## src/shared/dac_consts.svh

```systemverilog
/*
 * Constants for the converter control block: register offsets, field positions,
 * reset values and timing counts.
 * Assumes a 125 MHz bus clock and byte-wide register port.
 */
`ifndef DAC_CONSTS_SVH
`define DAC_CONSTS_SVH

`define CONV_CONTROL_OFFSET 8'h7d
`define CONV_DATA_OFFSET    8'h7e
`define CONV_CONTROL_RESET  8'h00
`define CONV_DATA_RESET     8'h00
`define CONV_ENABLE_BIT     0
`define CLK_PERIOD_NS       8
`define SETTLE_TIME_NS      5000
`define SETTLE_CYCLES       ((`SETTLE_TIME_NS + `CLK_PERIOD_NS - 1) / `CLK_PERIOD_NS)

`endif

```

## src/shared/dac_pkg.sv

```systemverilog
/*
 * Types shared by the converter control block.
 * Assumes nothing beyond the constants header.
 */
`default_nettype none
package dac_pkg;
    typedef logic [7:0] byte_t;
    typedef enum logic [1:0] {
        PIN_INPUT,
        PIN_DRIVE,
        PIN_OPEN
    } pin_mode_e;
endpackage : dac_pkg
`default_nettype wire

```

## src/rtl/dac_control_interface.sv

```systemverilog
/*
 * Register and pin control for the 8-bit digital-to-analog converter.
 * Assumes a byte register port with read data one cycle after the strobe,
 * a halt-mode level from the clock controller, and an analog ladder outside
 * that takes the code and the drive/open controls.
 */
// The plain strobed port is this design's own decision.
`include "dac_consts.svh"
`default_nettype none
module dac_control_interface
    import dac_pkg::*;
#(
    parameter int SETTLE_CYCLES = `SETTLE_CYCLES
) (
    input  wire logic       clk_i,
    input  wire logic       rst_i,
    input  wire logic [7:0] addr_i,
    input  wire logic [7:0] wdata_i,
    input  wire logic       wr_i,
    input  wire logic       rd_i,
    output var  logic [7:0] rdata_o,
    input  wire logic       halt_i,
    input  wire logic       gpio_dir_out_i,
    input  wire logic       gpio_out_i,
    input  wire logic       shared_analog_pin_i,
    output var  logic       gpio_in_o,
    output var  logic [7:0] ladder_code_o,
    output var  logic       ladder_drive_o,
    output var  logic       pin_dir_out_o,
    output var  logic       pin_digital_out_o,
    output var  logic       pin_digital_oe_o,
    output var  logic       code_settled_o
);
    // the settle timer cannot serve counts below its checked bound
    if (SETTLE_CYCLES < 8) begin : g_bad_settle
        $error("dac_control_interface: SETTLE_CYCLES must be at least 8");
    end

    localparam byte_t CTRL_RESET = `CONV_CONTROL_RESET;

    // address decode used by both write and read paths
    function automatic logic hit(input logic [7:0] a, input logic [7:0] off);
        return a == off;
    endfunction : hit

    byte_t     data_reg,    data_next;
    logic      enable_reg,  enable_next;
    byte_t     rdata_reg,   rdata_next;
    pin_mode_e mode_next;
    logic      drive_reg,   drive_next;
    logic      gin_reg,     gin_next;
    logic      dir_reg,     dir_next;
    logic      dout_reg,    dout_next;
    logic      doe_reg,     doe_next;
    logic      settled;

    // register writes; control accepts at any time, upper bits dropped
    always_comb begin
        data_next   = data_reg;
        enable_next = enable_reg;
        if (wr_i && hit(addr_i, `CONV_DATA_OFFSET)) begin
            data_next = wdata_i;
        end
        if (wr_i && hit(addr_i, `CONV_CONTROL_OFFSET)) begin
            enable_next = wdata_i[`CONV_ENABLE_BIT];
        end
    end

    // read data valid the cycle after the strobe; unmapped reads zero
    always_comb begin
        rdata_next = 8'h00;
        if (rd_i && hit(addr_i, `CONV_CONTROL_OFFSET)) begin
            rdata_next = {7'h00, enable_reg};
        end else if (rd_i && hit(addr_i, `CONV_DATA_OFFSET)) begin
            rdata_next = data_reg;
        end
    end

    // pin mode: halt opens the output even when enabled
    always_comb begin
        if (halt_i) begin
            mode_next = PIN_OPEN;
        end else if (enable_next) begin
            mode_next = PIN_DRIVE;
        end else begin
            mode_next = PIN_INPUT;
        end
    end

    // pin controls follow the mode; enable overrides the port direction
    always_comb begin
        dir_next  = gpio_dir_out_i;
        dout_next = gpio_out_i;
        doe_next  = gpio_dir_out_i;
        gin_next  = shared_analog_pin_i;
        drive_next = (mode_next == PIN_DRIVE);
        case (mode_next)
            PIN_DRIVE: begin
                dir_next = 1'b1;
                doe_next = 1'b0;
            end
            PIN_OPEN: begin
                dir_next = enable_next || gpio_dir_out_i;
                doe_next = 1'b0;
                gin_next = 1'b0;
            end
            PIN_INPUT: begin
                dir_next = gpio_dir_out_i;
            end
            default: begin
                dir_next = gpio_dir_out_i;
            end
        endcase
    end

    always_ff @(posedge clk_i) begin
        if (rst_i) begin
            data_reg   <= `CONV_DATA_RESET;
            enable_reg <= CTRL_RESET[`CONV_ENABLE_BIT];
            rdata_reg  <= 8'h00;
            drive_reg  <= 1'b0;
            gin_reg    <= 1'b0;
            dir_reg    <= 1'b0;
            dout_reg   <= 1'b0;
            doe_reg    <= 1'b0;
        end else begin
            data_reg   <= data_next;
            enable_reg <= enable_next;
            rdata_reg  <= rdata_next;
            drive_reg  <= drive_next;
            gin_reg    <= gin_next;
            dir_reg    <= dir_next;
            dout_reg   <= dout_next;
            doe_reg    <= doe_next;
        end
    end

    // the ladder maps code n to n/256 of the span; code passes unchanged
    assign ladder_code_o     = data_reg;
    assign ladder_drive_o    = drive_reg;
    assign pin_dir_out_o     = dir_reg;
    assign pin_digital_out_o = dout_reg;
    assign pin_digital_oe_o  = doe_reg;
    assign gpio_in_o         = gin_reg;
    assign rdata_o           = rdata_reg;

    // status only; software still owns the wait
    settle_timer #(
        .CYCLES (SETTLE_CYCLES)
    ) u_settle (
        .clk_i     (clk_i),
        .rst_i     (rst_i),
        .start_i   (wr_i && hit(addr_i, `CONV_DATA_OFFSET)),
        .settled_o (settled)
    );
    assign code_settled_o = settled;
endmodule : dac_control_interface
`default_nettype wire

```

## src/rtl/settle_timer.sv

```systemverilog
/*
 * Settling timer: counts down after each code write, flags when settled.
 * Assumes a synchronous active-high reset and one clock.
 */
`include "dac_consts.svh"
`default_nettype none
module settle_timer
    import dac_pkg::*;
#(
    parameter int CYCLES = `SETTLE_CYCLES
) (
    input  wire logic clk_i,
    input  wire logic rst_i,
    input  wire logic start_i,
    output var  logic settled_o
);
    localparam int W = $clog2(CYCLES + 1);

    // fewer cycles than the bound checked below cannot serve a real settle wait
    if (CYCLES < 8) begin : g_bad_cycles
        $error("settle_timer: CYCLES must be at least 8");
    end

    logic [W-1:0] count_reg;
    logic [W-1:0] count_next;
    logic         settled_reg;
    logic         settled_next;

    // restart on every write; otherwise run down to zero
    always_comb begin
        count_next = count_reg;
        if (start_i) begin
            count_next = W'(CYCLES);
        end else if (count_reg != '0) begin
            count_next = count_reg - W'(1);
        end
        settled_next = (count_next == '0);
    end

    // flag registered so the status output comes straight from a flop
    always_ff @(posedge clk_i) begin
        if (rst_i) begin
            count_reg   <= '0;
            settled_reg <= 1'b1;
        end else begin
            count_reg   <= count_next;
            settled_reg <= settled_next;
        end
    end

    assign settled_o = settled_reg;
endmodule : settle_timer
`default_nettype wire

```

## config.mk

```make
export PLATFORM = sky130hd
export DESIGN_NAME = dac_control_interface
export DESIGN_NICKNAME = d
export VERILOG_FILES = /design/src/shared/dac_pkg.sv /design/src/rtl/dac_control_interface.sv /design/src/rtl/settle_timer.sv
export VERILOG_INCLUDE_DIRS = /design/src /design/src/shared
export SDC_FILE = /design/constraint.sdc
export NUM_CORES = 1
export LEC_CHECK = 0
export BUFFER_PORTS_ARGS = -buffer_cell sky130_fd_sc_hd__buf_2
export CAP_MARGIN = 20
export CORE_MARGIN = 4
export CORE_UTILIZATION = 43
export DETAILED_ROUTE_END_ITERATION = 8
export PLACE_DENSITY = 0.73
export SYNTH_ARGS = -nofsm -noshare
export SYNTH_HDL_FRONTEND = slang
export SYNTH_SLANG_ARGS = --single-unit
```

## constraint.sdc

```tcl
create_clock -name clk_i -period 1.7 [get_ports clk_i]
set_input_delay 0.34 -clock clk_i [delete_from_list [all_inputs] [get_ports clk_i]]
set_output_delay 0.34 -clock clk_i [all_outputs]
set_load 0.005 [all_outputs]
```

==> qor.yml, run 1 <==
critical_path_peak_fanout: 7
routed-via-count: 1235
avgSynthCellArea_um2: 8.88
die_x_um: 62.9
grt_overflow: 0
p_leak_nw: 0.825
syn-instance-count: 146
die_area_um2: 3960
numCtsBuffers: 5
finalSetupTns_ns: -0.861
synth_area_leader_cell: "dfxtp_1"
area_delta_synth_final_pct: 35.4
cp_data_arrival_time_ns: 2.11
cts.sinks: 33
yosysTopAreaCellShare_pct: 51.0
max_freq_mhz: 528
cts_buffer_depth: 2
worstSetupStartpointType: "flop"
rsz0062_at_grt: "true"
slew_violations: 0
finClkSkew_ns: 0.00783
worst_slack_ns: -0.194
antennaDiodeCount: 0
ys_top_cells_by_area: "dfxtp_1 (51%), a21oi_1 (5.8%), nand2_1 (5.8%)"
grt_pass1_wl_mm: 5.40
ys_seq_area_share_pct: 51.0
hpwl_mm: 2.47
finalCriticalPeriod_ns: 1.89
core_area_um2: 2830
cts_tree: "done"
violations: "negative setup slack"
largest_reg_flops: 10
ir_drop_mv: 0.915
cp_cell_sequence: "or4_4 -> or4b_4 -> nand3_2 -> xor2_1 -> a21oi_1"
required_ns: 1.91
clk_root_buffer_cell: "clkbuf_4"
yosysWarnings: 0
cts_hold_buf: 0
status: "complete, but fails checks"
ys_dominant_reg_cell: "dfxtp_1"
hold_violations: 0
hold_path_class: "input pin to flop"
die-height_um: 62.9
dpl_worst_slack_ns: -0.186
path_class: "flop to flop"
io_pins: 46
synth_edf_count: 0
cts_setup_buffers: 0
grt_usage_pct: 17.0
synth_area_um2: 1300
drive_gt1_share_pct: 38.2
synth-async-reset-ratio_pct: 0
routed_wl_mm: 3.11
gp_congestion: 0.900
crit_slowest_cell: "or4b_4"
drc: 0
maxCapViolations: 0
syn-num-nets: 171
nNetsFinal: 236
synth-seq-cells: 33
relSlewSlack_pct: 72.4
grt_max_degree: 26
antenna_found_initial: 0
initial_utilization_pct: 45.8
final_antenna_net_count: 0
grt_pass1_vias: 1257
crit_path_end_kind: "flop"
synth_cell_types: 35
vias_per_cell: 5.08
critPathMaxStageDelay_ns: 0.60
dr.first_iter.drc_count: 41
power.density_nw_per_um2: 1450
clock_latency_ns: 0.33
fin_crit_sh_pct: 111
port-buffer-count: 45
worstMarginPinSlew_ns: 0.413
rows: 19
firstDrtPassIters: 4
wl_per_cell_um: 12.8
htree_levels: 2
setup_viol_count_final: 7
clk_pin_slew_ns: 0.10
final timing paths:
| check | startpoint | end | slack [ns] | depth (start not counted) |
|---|---|---|---|---|
| min | halt_i | ladder_drive_o | 0.19 | 2 |
| max reg2reg | u_settle.count_reg[8] | u_settle.count_reg[5] | -0.19 | 5 |
| max | u_settle.count_reg[8] | u_settle.count_reg[5] | -0.19 | 5 |
| min reg2reg | ladder_code_o[3] | ladder_code_o[3] | 0.47 | 2 |
layer usage:
| metal | share of wire, % | vias to the layer above | track usage [%] |
|---|---|---|---|
| li1 | - | 635 | - |
| met1 | 43 | 562 | 19.0 |
| met2 | 50 | 34 | 29.9 |
| met3 | 5.5 | 4 | 6.29 |
| met4 | 1.3 | 0 | 4.41 |
| met5 | 0 | - | 0 |
cell type report:
| class | count | area (um^2) |
|---|---|---|
| inverters | 4 | 15.0 |
| clock buffers | 7 | 65.1 |
| repair buffers | 66 | 383 |
| fillers | 261 | 1070 |
| flip-flops and latches | 33 | 662 |
| multi-input cells | 101 | 587 |
| clock inverters | 1 | 5.00 |
| well taps | 31 | 38.8 |
critical path, delay by kind of cell (launching register included):
family                    cells  cell delay (ns)
and+or+nand+nor               3             1.22
xor gates and xnor gates      1             0.14
DFF                           1             0.33
AOI/OAI and AO/OA             1             0.08
synth_stat cells, drive strengths merged (2+ instances only):
library cell,instances
o21ai,2
nand2b,3
nor2,8
inv,4
a21oi,15
nand3,6
and2,7
clkbuf,7
nor3b,4
nor2b,4
nor3,11
nand4,2
xor2,3
dfxtp,33
nand2,21
cells in the final DEF (no fill, tap or decap), drive strengths merged, types with 2 or more instances in the layout:
master	instances
nand3	6
o21ai	2
and2	7
nor2	8
nand2	21
inv	4
nand2b	3
dfxtp	33
a21oi	15
clkbuf	7
nor3	11
nand4	2
nor2b	4
nor3b	4
xor2	3
buf	66
through the flow:
stage / hold WS [ns] / total power [mW] / util, % / cells / area [um^2]
after floorplan: 0.416 / 1.61 / - / 146 / 1300
after global placement: 0.448 / 2.00 / 59.4 / 235 / 1680
after detailed placement: 0.462 / 2.05 / 59.4 / 235 / 1680
after CTS: 0.183 / 2.55 / 61.8 / 243 / 1750
after global routing: 0.181 / 2.75 / 62.1 / 243 / 1760
final: 0.195 / 2.54 / 62.1 / 243 / 1760
timing repair:
action / in CTS / in global routing
endpoints found under the setup margin: 7 / 9
pin swaps: 0 / 1
resized for setup: 0 / 2
report_power, final:
group	leakage (nW)	switching, mW	internal [mW]
sequential	0.269	0.0578	0.863
clock	0.0413	0.253	0.240
combinational	0.515	0.542	0.585
total	0.825	0.852	1.69
kinds of logic after synthesis:
logic type | count (synthesis) | share of synthesized area [%]
AO/OA/AOI/OAI | 23 | 10.7
XOR/XNOR | 4 | 2.70
adder cells (fa/ha/maj) | 1 | 0.965
buffers and inverters | 12 | 4.15
flip-flops | 33 | 51.0
multiplexers | 1 | 0.772
AND/OR/NAND/NOR | 72 | 29.7
Note: power is estimated with default switching activity, not from simulation.
==> inputs of run 2 (changes only) <==
==> constraint.sdc (replaced) <==
create_clock -name clk_i -period 1.65 [get_ports clk_i]
set_input_delay 0.33 -clock clk_i [delete_from_list [all_inputs] [get_ports clk_i]]
set_output_delay 0.33 -clock clk_i [all_outputs]
set_load 0.005 [all_outputs]
==> run 2 against run 1 <==
  * The run still ends with negative setup slack left
  * Power increased by 1.8%
  * Worst setup slack got worse by 0.0039 ns
  * Sequential power increased by 2.3%
  * Sequential share of layout area decreased by 0.37 points
  * Via count increased by 0.57%
  * Clock power decreased by 14%
  * Fmax increased by 2.5%
  * Routed wire length increased by 0.74%
  * Critical path depth unchanged
  * Combinational power increased by 8%
  * Cell count increased by 1.2%
==> qor.yml, run 2 (same netlist as run 1, synthesis figures left out) <==
final_area_um2: 1770  # +1.0%
drive_gt1_share_pct: 40.0  # +1.8 points
grt_max_degree: 26  # unchanged
mostFrequentLayoutCells: "buf_2 (45), dfxtp_1 (32), buf_4 (24)"
ir_drop_mv: 0.909  # -0.65%
port-buffer-count: 45  # unchanged
hold_ws_ns: 0.187  # -0.00811 ns
hp-start: "halt_i"
r2r_start: "u_settle.count_reg[8]"
hold_path_class: "input pin to flop"
final_common_cell: "buf_2"
firstDrtPassIters: 4  # unchanged
critical_path_peak_fanout: 6  # -1
wl_per_cell_um: 12.7  # -0.49%
placed_cells: 237  # +0.85%
hpwl_mm: 2.44  # -1.3%
crit_path_end_kind: "flop"
rows: 19  # unchanged
die_area_um2: 3960  # unchanged
numCtsBuffers: 5  # unchanged
routed_wl_mm: 3.13  # +0.74%
die-height_um: 62.9  # unchanged
clk_root_buffer_cell: "clkbuf_4"
post_dp_cell_area_um2: 1690  # +0.89%
hold_violations: 0  # unchanged
htree_levels: 2  # unchanged
path_class: "flop to flop"
area_delta_synth_final_pct: 36.8
nNetsFinal: 239  # +1.3%
status: "complete, but fails checks"
rsz0062_at_grt: "true"
slew_violations: 0  # unchanged
max_freq_mhz: 541  # +2.5%
cts_tree: "done"
antennaDiodeCount: 0  # unchanged
setup_viol_count_final: 7  # unchanged
die_x_um: 62.9  # unchanged
core_area_um2: 2830  # unchanged
crit_start: "u_settle.count_reg[8]"
grt_overflow: 0  # unchanged
grt_usage_pct: 16.7  # -0.24 points
clk_pin_slew_ns: 0.10  # about the same
gp_congestion: 0.906  # +0.62%
violations: "negative setup slack"
vias_per_cell: 5.05  # -0.66%
antenna_found_initial: 0  # unchanged
finalCriticalPeriod_ns: 1.85  # -0.0461 ns
routed-via-count: 1242  # +0.57%
final_antenna_net_count: 0  # unchanged
clock_latency_ns: 0.32  # about the same
finalSetupTns_ns: -1.10  # -0.239 ns
power.density_nw_per_um2: 1460  # +0.77%
required_ns: 1.86  # -0.05 ns
maxCapViolations: 0  # unchanged
fin_cells: 246  # +1.2%
initial_utilization_pct: 45.8  # unchanged
p_leak_nw: 0.837  # +1.4%
cts_buffer_depth: 2  # unchanged
fillers: 252  # -3.4%
cts.sinks: 33  # unchanged
worstSetupStartpointType: "flop"
drc: 0  # unchanged
finClkSkew_ns: 0.00813  # +0.000297 ns
largest_reg_flops: 10  # unchanged
dr.first_iter.drc_count: 30  # -27%
io_pins: 46  # unchanged
fin_crit_sh_pct: 112  # +0.58 points
grt_pass1_wl_mm: 5.22  # -3.3%
fin_util_pct: 62.7  # +0.62 points
cts_hold_buf: 0  # unchanged
grt_pass1_vias: 1180  # -6.1%
relSlewSlack_pct: 77.5  # +5.1 points
cp_data_arrival_time_ns: 2.06  # -0.05 ns
worst_slack_ns: -0.198  # -0.00393 ns
worstMarginPinSlew_ns: 0.328  # -0.0846 ns
## run 2: path summary, 6_finish.rpt
| kind | endpoint | slack [ns] | cells past startpoint |
|---|---|---|---|
| worst max-delay path | u_settle.count_reg[5] | -0.20 | 5 |
| worst min-delay path | gpio_in_o | 0.19 | 2 |
| worst max register to register | u_settle.count_reg[5] | -0.20 | 5 |
| worst min register to register | ladder_code_o[7] | 0.47 | 2 |
## run 2: worst max-delay path, cell delays in order (launching register included)
cell and delay (ns):
dfxtp_2 0.33, or4_4 0.53, or4b_4 0.56, nand3_2 0.09
xor2_1 0.15, a21oi_1 0.08
## run 2: report_power, final
group          switching [mW]  internal [mW]
clock                   0.259          0.162
sequential             0.0530          0.889
combinational           0.576          0.646
total                   0.888           1.70
## run 2: what timing repair did
action | in CTS | in global routing
pin swaps | 2 | 2
resized for setup | 0 | 6
setup endpoints to repair | 7 | 11
buffers inserted | 1 | 0
## run 2: final cells by class
cell class | count | area (um^2) | area share [%]
clock buffers | 6 | 41.3 | 2.33
inverters | 4 | 15.0 | 0.847
multi-input cells | 101 | 601 | 33.9
repair buffers | 69 | 405 | 22.9
well taps | 31 | 38.8 | 2.19
flip-flops and latches | 33 | 662 | 37.3
clock inverters | 2 | 10.0 | 0.565
## run 2: through the flow
stage,total power [mW],setup WS (ns)
2_1_floorplan,1.66,-0.220
3_3_place_gp,2.07,-0.190
3_5_place_dp,2.11,-0.237
4_1_cts,2.56,-0.203
5_1_grt,2.79,-0.253
6_report,2.59,-0.198
## run 2: per-layer routing
layer,track usage (%),share of wire [%],up-vias
met3,6.47,6.4,4
li1,-,-,632
met5,0,0,-
met1,18.6,43,568
met2,29.2,49,38
met4,4.96,0.99,0
==> inputs of run 3 (changes only) <==
--- a/config.mk
+++ b/config.mk
@@ -6,12 +6,13 @@
 export SDC_FILE = /design/constraint.sdc
 export NUM_CORES = 1
 export LEC_CHECK = 0
+export ABC_AREA = 1
 export BUFFER_PORTS_ARGS = -buffer_cell sky130_fd_sc_hd__buf_2
 export CAP_MARGIN = 20
 export CORE_MARGIN = 4
-export CORE_UTILIZATION = 43
+export CORE_UTILIZATION = 44
 export DETAILED_ROUTE_END_ITERATION = 8
-export PLACE_DENSITY = 0.73
+export PLACE_DENSITY = 0.74
 export SYNTH_ARGS = -nofsm -noshare
 export SYNTH_HDL_FRONTEND = slang
 export SYNTH_SLANG_ARGS = --single-unit
==> run 3 against run 2 <==
  * The run now ends clean
  * Largest cell class unchanged
  * Sequential cell count stayed put
  * Combinational power is 9% lower
  * Highest routed layer unchanged
  * Critical path depth is 5 higher
  * Area after synthesis is 4.3% higher
==> qor.yml, run 3 <==
hold_path_class: "input pin to flop"
port-buffer-count: 45  # unchanged
drive_gt1_share_pct: 29.6  # -10 points
maxCapViolations: 0  # unchanged
antenna_found_initial: 0  # unchanged
syn-instance-count: 178  # +22%
finalCriticalPeriod_ns: 1.52  # -0.327 ns
grt_pass1_vias: 1142  # -3.2%
power.density_nw_per_um2: 1480  # +1.5%
ys_top_cells_by_area: "dfxtp_1 (49%), nor2_1 (8.0%), nand2_1 (7.8%)"
initial_utilization_pct: 47.4  # +1.6 points
cts_tree: "done"
firstDrtPassIters: 4  # unchanged
die_x_um: 63.4  # +0.86%
cp_data_arrival_time_ns: 1.80  # -0.26 ns
dpl_worst_slack_ns: 0.0705  # +0.308 ns
grt_pass1_wl_mm: 4.98  # -4.6%
nNetsFinal: 257  # +7.5%
worstSetupStartpointType: "flop"
synth-async-reset-ratio_pct: 0  # unchanged
p_seq_share_pct: 39.1  # +2.7 points
grt_overflow: 0  # unchanged
cts_buffer_depth: 2  # unchanged
gp_congestion: 0.869  # -4.1%
syn-num-nets: 203  # +19%
vias_per_cell: 4.84  # -4.2%
clk_root_buffer_cell: "clkbuf_4"
finalSetupTns_ns: 0  # +1.10 ns
final_common_cell: "buf_2"
synth_cell_types: 25  # -29%
p_sw_mw: 1.02  # +14%
area_delta_synth_final_pct: 26.3
io_pins: 46  # unchanged
p_clk_share_pct: 17.0  # +0.7 points
rows: 19  # unchanged
crit_top_cell: "nor2_1"
ys_dominant_reg_cell: "dfxtp_1"
die-height_um: 63.4  # +0.86%
setup_viol_count_final: 0  # -7
ff2ff_setup_slack_ns: 0.13  # +0.33 ns
wl_per_cell_um: 11.0  # -13%
hpwl_mm: 2.26  # -7.3%
synth_edf_count: 0  # unchanged
crit_path_end: "u_settle.settled_o"
routed-via-count: 1277  # +2.8%
crit_path_end_kind: "flop"
p_int_mw: 1.51  # -11%
slew_violations: 0  # unchanged
largest_reg_flops: 10  # unchanged
ys_seq_area_share_pct: 48.8  # -2.1 points
path_class: "flop to flop"
crit_start: "u_settle.count_reg[1]"
p_leak_nw: 0.866  # +3.5%
antennaDiodeCount: 0  # unchanged
critPathMaxStageDelay_ns: 0.32  # -0.24 ns
numCtsBuffers: 5  # unchanged
drc: 0  # unchanged
grt_max_degree: 15  # -42%
clk_pin_slew_ns: 0.10  # about the same
ys_top_cells_by_count: "dfxtp_1 (33), nor2_1 (29), nand2_1 (28)"
final_antenna_net_count: 0  # unchanged
cts.sinks: 33  # unchanged
r2r_start: "u_settle.count_reg[1]"
fin_crit_sh_pct: 92.2  # -20 points
worstMarginPinSlew_ns: 0.370  # +0.0411 ns
synth-seq-cells: 33  # unchanged
critical_path_peak_fanout: 6  # unchanged
ir_drop_mv: 0.941  # +3.4%
grt_usage_pct: 16.0  # -0.76 points
finClkSkew_ns: 0.00602  # -0.00210 ns
required_ns: 1.93  # +0.07 ns
yosys.cell_count.top_type: "dfxtp_1"
routed_wl_mm: 2.91  # -7.0%
synth_area_um2: 1350  # +4.3%
worst_slack_ns: 0.129  # +0.327 ns
yosysWarnings: 0  # unchanged
timing.rr.end: "u_settle.settled_o"
dr.first_iter.drc_count: 77  # +160%
htree_levels: 2  # unchanged
cp_cell_sequence: "inv_1 -> ha_4 -> nand2_2 -> nor2_4 -> buf_4 -> xor2_1 -> nor2_1 -> nor2_1 -> nand3_1 -> nand2_1"
r2r_cells: 10  # +5
swShare_pct: 40.2  # +5.8 points
status: "finished, final reports clean"
crit_slowest_cell: "dfxtp_1"
core_area_um2: 2850  # +0.84%
mostFrequentLayoutCells: "buf_2 (45), dfxtp_1 (33), nand2_1 (28), nor2_1 (28), inv_1 (24)"
hold_violations: 0  # unchanged
cts_hold_buf: 0  # unchanged
die_area_um2: 4030  # +1.7%
rsz0062_at_grt: "false"
yosysTopAreaCellShare_pct: 48.8  # -2.1 points
pwr-share-comb_pct: 44.0  # -3.3 points
synth_area_leader_cell: "dfxtp_1"
clock_latency_ns: 0.33  # about the same
avgSynthCellArea_um2: 7.60  # -14%
max_freq_mhz: 657  # +21%
relSlewSlack_pct: 75.3  # -2.2 points
-- run 3: worst min-delay path by stage --
stage / end / slack [ns] / from / cells after the start
2_1_floorplan: ladder_drive_o / 0.40 / halt_i / 1
3_3_place_gp: rdata_o[7] / 0.44 / ladder_code_o[7] / 2
3_5_place_dp: rdata_o[4] / 0.44 / ladder_code_o[4] / 2
4_1_cts: ladder_drive_o / 0.17 / halt_i / 2
5_1_grt: gpio_in_o / 0.16 / halt_i / 2
6_report: ladder_drive_o / 0.18 / halt_i / 2
-- run 3: layout make-up --
| cell class | instances | area, um^2 |
|---|---|---|
| flip-flops and latches | 33 | 661 |
| inverters | 25 | 93.8 |
| repair buffers | 51 | 270 |
| clock buffers | 5 | 37.5 |
| well taps | 31 | 38.8 |
| fillers | 272 | 1140 |
| multi-input cells | 116 | 589 |
| clock inverters | 3 | 17.5 |
-- run 3: logic make-up after synthesis --
| logic type | share of synthesized area, % |
|---|---|
| xor+xnor | 1.94 |
| flops | 48.8 |
| fa+ha+maj | 0.925 |
| compound gates | 12.0 |
| buf+inv | 8.70 |
| simple gates | 27.6 |
-- run 3: critical path, delay by kind of cell (launching register included) --
kind                     cells  cell delay [ns]
buffers and inverters        2             0.25
flip-flops                   1             0.32
XOR/XNOR                     1             0.18
adder cells (fa/ha/maj)      1             0.17
AND/OR/NAND/NOR              6             0.55
-- run 3: what timing repair did --
action,in CTS,in global routing
resized for setup,0,4
setup buffers,0,1
setup endpoints to repair,0,1
-- run 3: power by group through the flow --
stage | clock network [mW] | registers, mW | logic (mW)
2_1_floorplan | 0 | 0.984 | 0.824
3_3_place_gp | 0 | 1.00 | 1.03
3_5_place_dp | 0 | 1.00 | 1.03
4_1_cts | 0.443 | 0.983 | 1.05
5_1_grt | 0.484 | 1.01 | 1.27
6_report | 0.429 | 0.987 | 1.11
-- run 3: layer usage --
metal	part of all wire, %	up-vias	track usage (%)
li1	-	675	-
met4	2.0	0	5.66
met1	45	554	18.8
met5	0	-	0
met2	45	41	25.8
met3	8.6	7	6.75
-- run 3: stage by stage --
stage	instance area, um^2	std cells	power (mW)	utilization, %	hold slack, ns
CTS	1690	263	2.47	59.1	0.166
global placement	1630	255	2.03	57.1	0.439
finish	1710	264	2.53	59.9	0.181
floorplan	1350	178	1.81	-	0.402
global route	1710	264	2.76	59.9	0.165
detailed placement	1630	255	2.03	57.1	0.445
